$ cat config.mk
export PLATFORM = sky130hd
export DESIGN_NAME = acc_ctrl
export DESIGN_NICKNAME = d
export VERILOG_FILES = /design/src/rtl/acc_ctrl.v /design/src/rtl/acc_sync.v
export VERILOG_INCLUDE_DIRS = /design/src /design/src/rtl
export SDC_FILE = /design/constraint.sdc
export NUM_CORES = 1
export LEC_CHECK = 0
export ABC_AREA = 0
export BUFFER_PORTS_ARGS = -buffer_cell sky130_fd_sc_hd__buf_4
export CAP_MARGIN = 5
export CORE_UTILIZATION = 25
export DETAILED_ROUTE_END_ITERATION = 7
export GPL_TIMING_DRIVEN = 0
export PLACE_DENSITY = 0.48
export SYNTH_ARGS = -nofsm -noshare
export SYNTH_HDL_FRONTEND = slang
export SYNTH_SLANG_ARGS = --single-unit
$ cat constraint.sdc
create_clock -name CLK -period 2.2 [get_ports CLK]
set_input_delay 0.11 -clock CLK [delete_from_list [all_inputs] [get_ports CLK]]
set_output_delay 0.11 -clock CLK [all_outputs]
set_load 0.05 [all_outputs]
$ cat src/rtl/acc_map.vh
`ifndef ACC_MAP_VH
`define ACC_MAP_VH
// ****************************************
// Register offsets
// ****************************************
`define ACC_OFS_CTRL 3'h0
`define ACC_OFS_MUX 3'h2
`define ACC_OFS_IEN 3'h6
`define ACC_OFS_STAT 3'h7
// ****************************************
// Field positions
// ****************************************
`define ACC_CTRL_EN 0
`define ACC_CTRL_HYS_LO 1
`define ACC_CTRL_LP 3
`define ACC_CTRL_MODE_LO 4
`define ACC_CTRL_PIN_OUTPUT_ENABLE 6
`define ACC_CTRL_RSTBY 7
`define ACC_MUX_INV 7
`define ACC_STAT_STATE 4
`define ACC_STAT_FLAG 0
// ****************************************
// Encodings and reset values
// ****************************************
`define ACC_MODE_BOTH 2'h0
`define ACC_MODE_NEG 2'h2
`define ACC_MODE_POS 2'h3
`define ACC_NEG_PIN 2'h0
`define ACC_NEG_VREF 2'h2
`define ACC_NEG_DAC 2'h3
`define ACC_RST_REG 8'h00
`define ACC_IRQ_VECTOR 8'h00
// ****************************************
// Timing
// ****************************************
`define ACC_CLK_MHZ 100
`define ACC_SYNC_STAGES 3
`define ACC_START_NS 2500
`define ACC_VREF_START_NS 60000
`endif

$ cat src/rtl/acc_ctrl.v
// Functional notes
// - Result is one when positive input exceeds negative, else zero.
// - Interrupt condition is a result toggle matching the edge mode; vector zero.
// - Interrupt condition sets the status interrupt flag.
// - Request is high while enable bit and flag are both set.
// - While enabled, result drives the event output continuously.
// - Enable bit turns comparator on; pad enable routes result to pin.
// - Hysteresis field selects off, 10, 25 or 50 mV for the core.
// - Low-power bit puts core into reduced-current, slower mode.
// - Negative mux offers pin, converter, reference; positive is one pin.
// - Idle sleep behaves exactly like active mode.
// - Standby: off unless run bit; clockless keeps events and pad only.
// - Power-down disables comparator and pad output.
// - Debug halt changes nothing.
// - Edge mode: 0 both, 2 falling, 3 rising, 1 reserved.
// - Negative select: 0 pin, 2 reference, 3 converter, 1 reserved.
// - Invert bit inverts result for all consumers and status.
// - State bit shows result after three-cycle sync; writing one clears flag.
//
// The strobed register port was decided locally.
`timescale 1ns/1ps
`default_nettype none
`include "acc_map.vh"
module acc_ctrl #(
  parameter SYNC_STAGES = `ACC_SYNC_STAGES
) (
  input wire CLK,
  input wire ARST_N,
  input wire [2:0] ADDR,
  input wire [7:0] WDATA,
  input wire WR,
  input wire RD,
  output reg [7:0] RDATA,
  input wire CORE_OUT,
  input wire SLEEP_IDLE,
  input wire SLEEP_STANDBY,
  input wire SLEEP_PDOWN,
  input wire CLK_REQ_OTHER,
  input wire DEBUG_HALT,
  output reg CORE_EN,
  output reg CORE_LP,
  output reg [1:0] CORE_HYS,
  output reg [1:0] CORE_NEG_SEL,
  output reg CORE_POS_SEL,
  output reg EVENT_OUT,
  output reg PAD_OUT,
  output reg PAD_OE,
  output reg IRQ,
  output reg [7:0] IRQ_VECTOR
);
  // ****************************************
  // Timing constants
  // ****************************************
  // Start-up waits are software's duty; kept for reference, no gating
  localparam START_CYC = (`ACC_START_NS * `ACC_CLK_MHZ + 999) / 1000;
  localparam VREF_START_CYC = (`ACC_VREF_START_NS * `ACC_CLK_MHZ + 999) / 1000;

  // ****************************************
  // Register bank
  // ****************************************
  reg [7:0] ctrl_reg;
  reg [7:0] mux_reg;
  reg ien_reg;
  reg flag_reg;
  reg flag_next;
  reg prev_reg;

  wire en_bit = ctrl_reg[`ACC_CTRL_EN];
  wire [1:0] hys = ctrl_reg[`ACC_CTRL_HYS_LO+1:`ACC_CTRL_HYS_LO];
  wire lp_bit = ctrl_reg[`ACC_CTRL_LP];
  wire [1:0] mode = ctrl_reg[`ACC_CTRL_MODE_LO+1:`ACC_CTRL_MODE_LO];
  wire pin_output_enable_bit = ctrl_reg[`ACC_CTRL_PIN_OUTPUT_ENABLE];
  wire rstby_bit = ctrl_reg[`ACC_CTRL_RSTBY];
  wire inv_bit = mux_reg[`ACC_MUX_INV];

  // Address decode used by the write paths; the read path decodes ADDR in its own case
  function sel;
    input [2:0] a;
    input [2:0] ofs;
    begin
      sel = (a == ofs);
    end
  endfunction

  // ****************************************
  // Power state
  // ****************************************
  // Idle and debug halt are deliberately not terms here
  wire active_run = en_bit & ~SLEEP_PDOWN & (~SLEEP_STANDBY | rstby_bit);
  // Clock is kept only when another module asks for it in standby
  wire status_live = ~SLEEP_STANDBY | CLK_REQ_OTHER;

  // ****************************************
  // Result path
  // ****************************************
  // Core compares positive against negative; result is asynchronous
  wire res_sync;
  acc_sync #(
    .STAGES(SYNC_STAGES)
  ) u_sync (
    .clk(CLK),
    .arst_n(ARST_N),
    .d(CORE_OUT),
    .q(res_sync)
  );

  // Inverted result feeds every consumer
  wire res = (res_sync ^ inv_bit) & active_run;

  // ****************************************
  // Edge detection
  // ****************************************
  // Edge qualification by mode
  wire rise = res & ~prev_reg;
  wire fall = ~res & prev_reg;
  reg hit;
  always @* begin
    hit = 1'b0;
    case (mode)
      `ACC_MODE_BOTH: hit = rise | fall;
      `ACC_MODE_NEG: hit = fall;
      `ACC_MODE_POS: hit = rise;
      default: hit = 1'b0;
    endcase
  end
  wire cond = hit & active_run & status_live;

  // ****************************************
  // Interrupt enable next value
  // ****************************************
  // Shared by the enable register and the request output, so a write
  // that clears the enable drops the request in the same cycle
  reg ien_next;
  always @* begin
    ien_next = ien_reg;
    if (WR && sel(ADDR, `ACC_OFS_IEN)) begin
      ien_next = WDATA[0];
    end
  end

  // ****************************************
  // Interrupt flag
  // ****************************************
  // Flag next value: set wins over a clearing write
  always @* begin
    flag_next = flag_reg;
    if (WR && sel(ADDR, `ACC_OFS_STAT) && WDATA[`ACC_STAT_FLAG]) begin
      flag_next = 1'b0;
    end
    if (cond) begin
      flag_next = 1'b1;
    end
  end

  // ****************************************
  // Register storage
  // ****************************************
  // Control register
  always @(posedge CLK or negedge ARST_N) begin
    if (!ARST_N) begin
      ctrl_reg <= `ACC_RST_REG;
    end else if (WR && sel(ADDR, `ACC_OFS_CTRL)) begin
      ctrl_reg <= WDATA;
    end
  end

  // Input select register; reserved bits stay zero
  always @(posedge CLK or negedge ARST_N) begin
    if (!ARST_N) begin
      mux_reg <= `ACC_RST_REG;
    end else if (WR && sel(ADDR, `ACC_OFS_MUX)) begin
      mux_reg <= {WDATA[7], 5'h00, WDATA[1:0]};
    end
  end

  // Interrupt enable register
  always @(posedge CLK or negedge ARST_N) begin
    if (!ARST_N) begin
      ien_reg <= 1'b0;
    end else begin
      ien_reg <= ien_next;
    end
  end

  // Interrupt flag register
  always @(posedge CLK or negedge ARST_N) begin
    if (!ARST_N) begin
      flag_reg <= 1'b0;
    end else begin
      flag_reg <= flag_next;
    end
  end

  // Edge history, frozen while status is not clocked, one flag per edge
  always @(posedge CLK or negedge ARST_N) begin
    if (!ARST_N) begin
      prev_reg <= 1'b0;
    end else if (status_live) begin
      prev_reg <= res;
    end
  end

  // ****************************************
  // Read path
  // ****************************************
  reg [7:0] rd_mux;
  reg state_reg;
  // Unmapped offsets read zero
  always @* begin
    rd_mux = 8'h00;
    case (ADDR)
      `ACC_OFS_CTRL: begin
        rd_mux = ctrl_reg;
      end
      `ACC_OFS_MUX: begin
        rd_mux = mux_reg;
      end
      `ACC_OFS_IEN: begin
        rd_mux = {7'h00, ien_reg};
      end
      `ACC_OFS_STAT: begin
        rd_mux[`ACC_STAT_STATE] = state_reg;
        rd_mux[`ACC_STAT_FLAG] = flag_reg;
      end
      default: begin
        rd_mux = 8'h00;
      end
    endcase
  end

  // ****************************************
  // Registered outputs
  // ****************************************
  // Read data stands one cycle after the read strobe, else zero
  always @(posedge CLK or negedge ARST_N) begin
    if (!ARST_N) begin
      RDATA <= 8'h00;
    end else if (RD) begin
      RDATA <= rd_mux;
    end else begin
      RDATA <= 8'h00;
    end
  end

  // Status state is not updated when the clock would be stopped
  always @(posedge CLK or negedge ARST_N) begin
    if (!ARST_N) begin
      state_reg <= 1'b0;
    end else if (status_live) begin
      state_reg <= res;
    end
  end

  // ****************************************
  // Core controls
  // ****************************************
  // Core enable
  always @(posedge CLK or negedge ARST_N) begin
    if (!ARST_N) begin
      CORE_EN <= 1'b0;
    end else begin
      CORE_EN <= active_run;
    end
  end

  // Low-power select
  always @(posedge CLK or negedge ARST_N) begin
    if (!ARST_N) begin
      CORE_LP <= 1'b0;
    end else begin
      CORE_LP <= lp_bit;
    end
  end

  // Hysteresis level
  always @(posedge CLK or negedge ARST_N) begin
    if (!ARST_N) begin
      CORE_HYS <= 2'b00;
    end else begin
      CORE_HYS <= hys;
    end
  end

  // Negative input select
  always @(posedge CLK or negedge ARST_N) begin
    if (!ARST_N) begin
      CORE_NEG_SEL <= `ACC_NEG_PIN;
    end else begin
      CORE_NEG_SEL <= mux_reg[1:0];
    end
  end

  // Positive input is the single pin
  always @(posedge CLK or negedge ARST_N) begin
    if (!ARST_N) begin
      CORE_POS_SEL <= 1'b0;
    end else begin
      CORE_POS_SEL <= 1'b0;
    end
  end

  // ****************************************
  // Event, pad and request outputs
  // ****************************************
  // Event output follows the result
  always @(posedge CLK or negedge ARST_N) begin
    if (!ARST_N) begin
      EVENT_OUT <= 1'b0;
    end else begin
      EVENT_OUT <= res;
    end
  end

  // Pad value
  always @(posedge CLK or negedge ARST_N) begin
    if (!ARST_N) begin
      PAD_OUT <= 1'b0;
    end else begin
      PAD_OUT <= res & pin_output_enable_bit;
    end
  end

  // Pad drive enable
  always @(posedge CLK or negedge ARST_N) begin
    if (!ARST_N) begin
      PAD_OE <= 1'b0;
    end else begin
      PAD_OE <= active_run & pin_output_enable_bit;
    end
  end

  // Interrupt request from next enable and next flag
  always @(posedge CLK or negedge ARST_N) begin
    if (!ARST_N) begin
      IRQ <= 1'b0;
    end else begin
      IRQ <= ien_next & flag_next;
    end
  end

  // Fixed vector
  always @(posedge CLK or negedge ARST_N) begin
    if (!ARST_N) begin
      IRQ_VECTOR <= `ACC_IRQ_VECTOR;
    end else begin
      IRQ_VECTOR <= `ACC_IRQ_VECTOR;
    end
  end
endmodule // acc_ctrl
`default_nettype wire

$ cat src/rtl/acc_sync.v
`timescale 1ns/1ps
`default_nettype none
// ****************************************
// Multi-stage level synchroniser
// ****************************************
module acc_sync #(
  parameter STAGES = 3
) (
  input wire clk,
  input wire arst_n,
  input wire d,
  output wire q
);
  reg [STAGES-1:0] chain_reg;
  // Shift chain; only the last stage is read
  always @(posedge clk or negedge arst_n) begin
    if (!arst_n) begin
      chain_reg <= {STAGES{1'b0}};
    end else begin
      chain_reg <= {chain_reg[STAGES-2:0], d};
    end
  end
  assign q = chain_reg[STAGES-1];
endmodule // acc_sync
`default_nettype wire

# Word level (Yosys, flattened, before mapping)
# Index checks and enable logic that the tools add are counted.
dict set report op_classes {
  n_addsub 0
  n_mul 0
  n_div 0
  order_cmp 0
  n_eq_ne 5
  n_shift 0
  n_mux 9
  bitwise_logic 18
  reduce_logical 7
}
# operator n
set op_table {}
lappend op_table {{$pmux W3 S2} 2}
lappend op_table {{$and A1 B1 Y1} 10}
lappend op_table {{$mux W8} 1}
lappend op_table {{$eq A3 B3 Y1 const B} 2}
lappend op_table {{$logic_and A1 B1 Y1} 5}
lappend op_table {{$eq A2 B2 Y1 const B} 2}
lappend op_table {{$not A1 Y1} 4}
lappend op_table {{$pmux W1 S4} 1}
lappend op_table {{$eq A3 B2 Y1 const B} 1}
lappend op_table {{$logic_not A3 Y1} 1}
lappend op_table {{$mux W1} 3}
lappend op_table {{$or A1 B1 Y1} 3}
lappend op_table {{$pmux W1 S3} 1}
lappend op_table {{$logic_not A2 Y1} 1}
lappend op_table {{$pmux W1 S2} 1}
lappend op_table {{$xor A1 B1 Y1} 1}
dict set report word_totals {
  ff_bits 35
  latchBits 0
  ramBits 0
  mem_bits_ro 0
  in_bits 21
  output_inout_bits 27
  wordCells 54
  memories 0
}

# Longest topological paths before layout
dict set report logic_depth {
  ltp_word 12
  mapped_depth 9
  depth_no_buf 9
}

# By module
# From an unflattened synthesis, not the netlist that was laid out.
dict set report unflattened {
  cells_unflattened 111
  area_unflattened_um2 1468.9
}
# module n_inst cells_per_inst area_per_inst_um2 seq_area_each_um2
set by_module_without_submodules {}
lappend by_module_without_submodules {acc_ctrl 1 108 1393.8 800.8}
lappend by_module_without_submodules {acc_sync 1 3 75.1 75.1}

# Least setup slack after synthesis
# Ideal clock, no wire load.
dict set report synth_timing {
  kind {register to register}
  startpoint {register ctrl_reg[7]}
  endpoint {register IRQ}
  setup_time_ns 0.119
  arrival_time_ns 1.497
  required_ns 2.081
  slack_ns 0.584
  stages_incl_launch_ff 9
  path_buffers 0
  synth_period_minus_slack_ns 1.616
  cell_sequence {dfrtp_1 > nor2b_1 > nor3b_4 > nand2_1 > ha_1 > o21ai_0 > o31ai_1 > a32o_1 > and2_1}
}
dict set report synth_between {
  elab_chain_len 11
  elab_cells_between_ends 12
  cone_classes {mux: 2; bitwise: 10}
}
# item line
set synth_rtl {}
lappend synth_rtl {{start, declared} acc_ctrl.v:61} ;# reg [7:0] ctrl_reg;
lappend synth_rtl {{start signal, assigned} acc_ctrl.v:161} ;# ctrl_reg <= `ACC_RST_REG;
lappend synth_rtl {{$or A1 B1 Y1 *} acc_ctrl.v:89} ;# wire active_run = en_bit & ~SLEEP_PDOWN & (~SLEEP_STANDBY | rstby_bit);
lappend synth_rtl {{$and A1 B1 Y1 *} acc_ctrl.v:89}
lappend synth_rtl {{net active_run} acc_ctrl.v:89}
lappend synth_rtl {{$and A1 B1 Y1} acc_ctrl.v:108} ;# wire res = (res_sync ^ inv_bit) & active_run;
lappend synth_rtl {{$not A1 Y1} acc_ctrl.v:115} ;# wire fall = ~res & prev_reg;
lappend synth_rtl {{$and A1 B1 Y1} acc_ctrl.v:115}
lappend synth_rtl {{$or A1 B1 Y1} acc_ctrl.v:120} ;# `ACC_MODE_BOTH: hit = rise | fall;
lappend synth_rtl {{$pmux W1 S3} acc_ctrl.v:119} ;# case (mode)
lappend synth_rtl {{$and A1 B1 Y1 * (2 in series)} acc_ctrl.v:126} ;# wire cond = hit & active_run & status_live;
lappend synth_rtl {{$mux W1 *} acc_ctrl.v:150} ;# if (cond) begin
lappend synth_rtl {{net flag_next} acc_ctrl.v:65} ;# reg flag_next;
lappend synth_rtl {{$and A1 B1 Y1 *} acc_ctrl.v:337} ;# IRQ <= ien_next & flag_next;
lappend synth_rtl {{end signal, assigned} acc_ctrl.v:337}
lappend synth_rtl {{end, declared} acc_ctrl.v:48} ;# output reg IRQ,
# The timed path passes the listed nets; every way through them passes the cells marked *.
# A chain may end at the register's enable or synchronous reset.

# Worst setup path after layout
dict set report layout_timing {
  startpoint {input SLEEP_PDOWN}
  endpoint {register IRQ}
}
dict set report layout_between {
  elab_chain_len 12
  elab_cells_between_ends 13
  cone_classes {mux: 2; bitwise: 11}
}
# item line
set layout_rtl {}
lappend layout_rtl {{start, declared} acc_ctrl.v:37} ;# input wire SLEEP_PDOWN,
lappend layout_rtl {{$not A1 Y1 *} acc_ctrl.v:89}
lappend layout_rtl {{$and A1 B1 Y1 * (2 in series)} acc_ctrl.v:89}
lappend layout_rtl {{net active_run} acc_ctrl.v:89}
lappend layout_rtl {{$and A1 B1 Y1} acc_ctrl.v:108}
lappend layout_rtl {{$not A1 Y1} acc_ctrl.v:115}
lappend layout_rtl {{$and A1 B1 Y1} acc_ctrl.v:115}
lappend layout_rtl {{$or A1 B1 Y1} acc_ctrl.v:120}
lappend layout_rtl {{$pmux W1 S3} acc_ctrl.v:119}
lappend layout_rtl {{$and A1 B1 Y1 * (2 in series)} acc_ctrl.v:126}
lappend layout_rtl {{$mux W1 *} acc_ctrl.v:150}
lappend layout_rtl {{net flag_next} acc_ctrl.v:65}
lappend layout_rtl {{$and A1 B1 Y1 *} acc_ctrl.v:337}
# Marked as above.

==> results.toml <==
[routing]
top_layer_used = "met4"
wl_um = 2710
drc = 0
wl_per_cell_um = 11.9
drtIter0Drc = 30
met1Wirelength_um = 1130
wl_met2_um = 1360
drtPass1Iterations = 4
antenna_left = 0
vias = 901
met3WireLength_um = 140
via_per_inst = 3.95

[finish]
fin_cells = 228
area_growth_pct = 35.7
fillers = 538
drive_gt1_share_pct = 46.2
nNetsFinal = 178
final_core_util_pct = 35.4
num_antenna_cells = 0

[logic_synthesis]
yosys.area.top_type_share_pct = 61.0
seq_area_frac_synth_pct = 61.0
synth_edf_count = 0
yosys.area.top_type = "dfrtp_1"
async_flop_share_pct = 100
synthFlopType = "dfrtp_1"
syn-cell-area_mm2 = 0.00144
synthTopCellsByArea = "dfrtp_1 61%, mux2_4 8.4%, buf_4 4.7%"
ys_types = 28
ys_ff_latch = 35
yosys_warnings = 0
synthCells = 102
synth.avg_cell_area_um2 = 14.1

[power_and_ir_drop]
power_leakage_nw = 0.967
pwr-share-seq_pct = 46.5
pwr-share-clk_pct = 27.5
p_switching_w = 0.000553
p_sw_share_pct = 31.8
comb_power_share_pct = 26.0
p_int_w = 0.00119
p_per_area_mw_per_mm2 = 893
peakVddDrop_uv = 211

[floorplanning]
rows = 27
dieArea_mm2 = 0.00605
die_w_um = 77.8
start_util_pct = 26.1
core_mm2 = 0.00551
die-height_um = 77.8
io_pins = 48

[place]
dp_hpwl_um = 2000
gp_congestion = 0.740
dp.cells = 217
portBuffers = 35

[job]
cap_violations = 0

[sta]
skew_ns = 0.00729
hold_violations = 0
max_freq_ghz = 0.530
fin_setup_tns_ns = 0
finalCritPeriodShare_pct = 85.8
maxSlewViolCount = 0
setup_viol = 0
final.min_clock_period_ns = 1.89
rsz0062_at_grt = "no"

[cts]
post_cts_resized = 0
h-tree-depth = 2
insertion_delay_ns = 0.28
numClockSinks = 35
post_cts_buffers = 0
cts_tree = "done"
path_clk_slew_ns = 0.07
ctsHoldBuffers = 3
numCtsBuffers = 5
cts_buffer_depth = 2
root_buffer = "clkbuf_8"

[min_path]
hold_start = "WDATA[5]"
min_path_type = "in2reg"

[global_routing]
grt_max_degree = 36
grt_first_pass_wirelength_um = 4520
antenna_found_initial = 0
grt-ovfl-total = 0
grt_pass1_vias = 965
grt_usage_pct = 10.2

[worst_setup_path]
worst_ep_required_time_ns = 2.37
critPathLaunch = "SLEEP_PDOWN"
path_max_fanout = 5
r2r_slack_ns = 0.37
r2r_start = "ctrl_reg[7]$_DFFE_PN0P_"
r2r_cells = 8
rr_endpoint = "IRQ$_DFF_PN0_"
criticalPathCategory = "in2reg"
endpoint_kind = "register"
worstSetupStartpointType = "primary input"
critical_path.endpoint = "IRQ$_DFF_PN0_"
arrival_ns = 2.06

[run_status]
status = "completed"
==> cells in the final DEF (no fill, tap or decap) <==
| cell type | instances |
|---|---|
| nand3_1 | 1 |
| nor3_2 | 1 |
| clkinvlp_4 | 1 |
| mux2i_1 | 2 |
| o31ai_1 | 1 |
| ha_1 | 2 |
| and2_1 | 6 |
| and3_1 | 2 |
| a21boi_0 | 1 |
| and2_4 | 1 |
| and3_2 | 1 |
| conb_1 | 9 |
| nor2b_1 | 3 |
| nand2_1 | 4 |
| nor3b_4 | 1 |
| dfrtp_1 | 35 |
| a21oi_1 | 1 |
| xor2_1 | 1 |
| nand4b_1 | 1 |
| dlygate4sd3_1 | 3 |
| buf_6 | 2 |
| clkbuf_8 | 6 |
| a32o_1 | 1 |
| clkinv_4 | 1 |
| a32oi_1 | 1 |
| o21ai_0 | 2 |
| nor2_1 | 4 |
| mux2_2 | 6 |
| inv_1 | 3 |
| buf_4 | 44 |
| nand4_1 | 1 |
| mux2_4 | 8 |
==> cell families (layout without fill, tap and decap cells) <==
kind of cell | count (synthesis) | count (layout) | share of synthesized area [%]
AND/OR/NAND/NOR | 26 | 26 | 11.4
multiplexers | 16 | 16 | 14.5
XOR/XNOR | 1 | 1 | 0.610
AO/OA/AOI/OAI | 7 | 7 | 3.40
flip-flops | 35 | 35 | 61.0
buffers and inverters | 14 | 60 | 7.06
other | 1 | 9 | 0.261
adder cells (fa/ha/maj) | 2 | 2 | 1.74
==> metal layers <==
layer,track usage [%],vias up
li1,-,428
met1,10.6,438
met2,17.2,29
met3,2.71,6
met4,8.11,0
met5,0,-
==> layout make-up <==
class	instances	area [µm²]	area share [%]
Buffer	11	90.1	4.63
Clock buffer	6	82.6	4.24
Clock inverter	2	16.3	0.835
Inverter	3	11.3	0.578
Multi-Input combinational cell	61	488	25.1
Sequential cell	35	876	45.0
Tap cell	72	90.1	4.63
Timing Repair Buffer	38	293	15.0
==> worst max-delay path, stage by stage <==
cell	delay, ns
dlygate4sd3_1	0.54
buf_4	0.14
nor3b_4	0.26
nand2_1	0.14
ha_1	0.19
o21ai_0	0.14
o31ai_1	0.09
a32o_1	0.28
and2_1	0.16
==> cells in the mapped netlist, types with 2 or more instances <==
cell      n
dfrtp_1  35
buf_4     9
mux2_4    8
and2_1    6
mux2_2    6
nand2_1   4
nor2_1    4
inv_1     3
nor2b_1   3
and3_1    2
buf_6     2
ha_1      2
mux2i_1   2
o21ai_0   2
==> how the worst min path moves through the flow <==
| stage | cells past startpoint | to | slack [ns] |
|---|---|---|---|
| finish | 2 | ctrl_reg[5]$_DFFE_PN0P_ | 0.06 |
| global route | 2 | ctrl_reg[5]$_DFFE_PN0P_ | 0.05 |
| detailed placement | 1 | RDATA[6]$_DFF_PN0_ | 0.09 |
| global placement | 1 | RDATA[6]$_DFF_PN0_ | 0.08 |
| CTS | 2 | ctrl_reg[5]$_DFFE_PN0P_ | 0.05 |
| floorplan | 0 | CORE_EN$_DFF_PN0_ | -0.19 |
==> stage by stage <==
step / cell area, µm² / hold slack [ns] / total power, W / setup slack, ns
after floorplan: 1470 / -0.186 / 0.00112 / 0.584
after global placement: 1820 / 0.0824 / 0.00126 / 0.434
after detailed placement: 1820 / 0.0866 / 0.00127 / 0.391
after CTS: 1950 / 0.0464 / 0.00177 / 0.328
after global routing: 1950 / 0.0509 / 0.00183 / 0.188
final: 1950 / 0.0574 / 0.00174 / 0.313
==> power groups by stage <==
stage	sequential, W	combinational (W)	clock [W]
floorplan	0.000937	0.000186	0
global placement	0.000816	0.000445	0
detailed placement	0.000821	0.000451	0
CTS	0.000809	0.000456	0.000501
global route	0.000823	0.000479	0.000523
finish	0.000808	0.000452	0.000479
No activity file was read; power rests on OpenSTA's default activity.
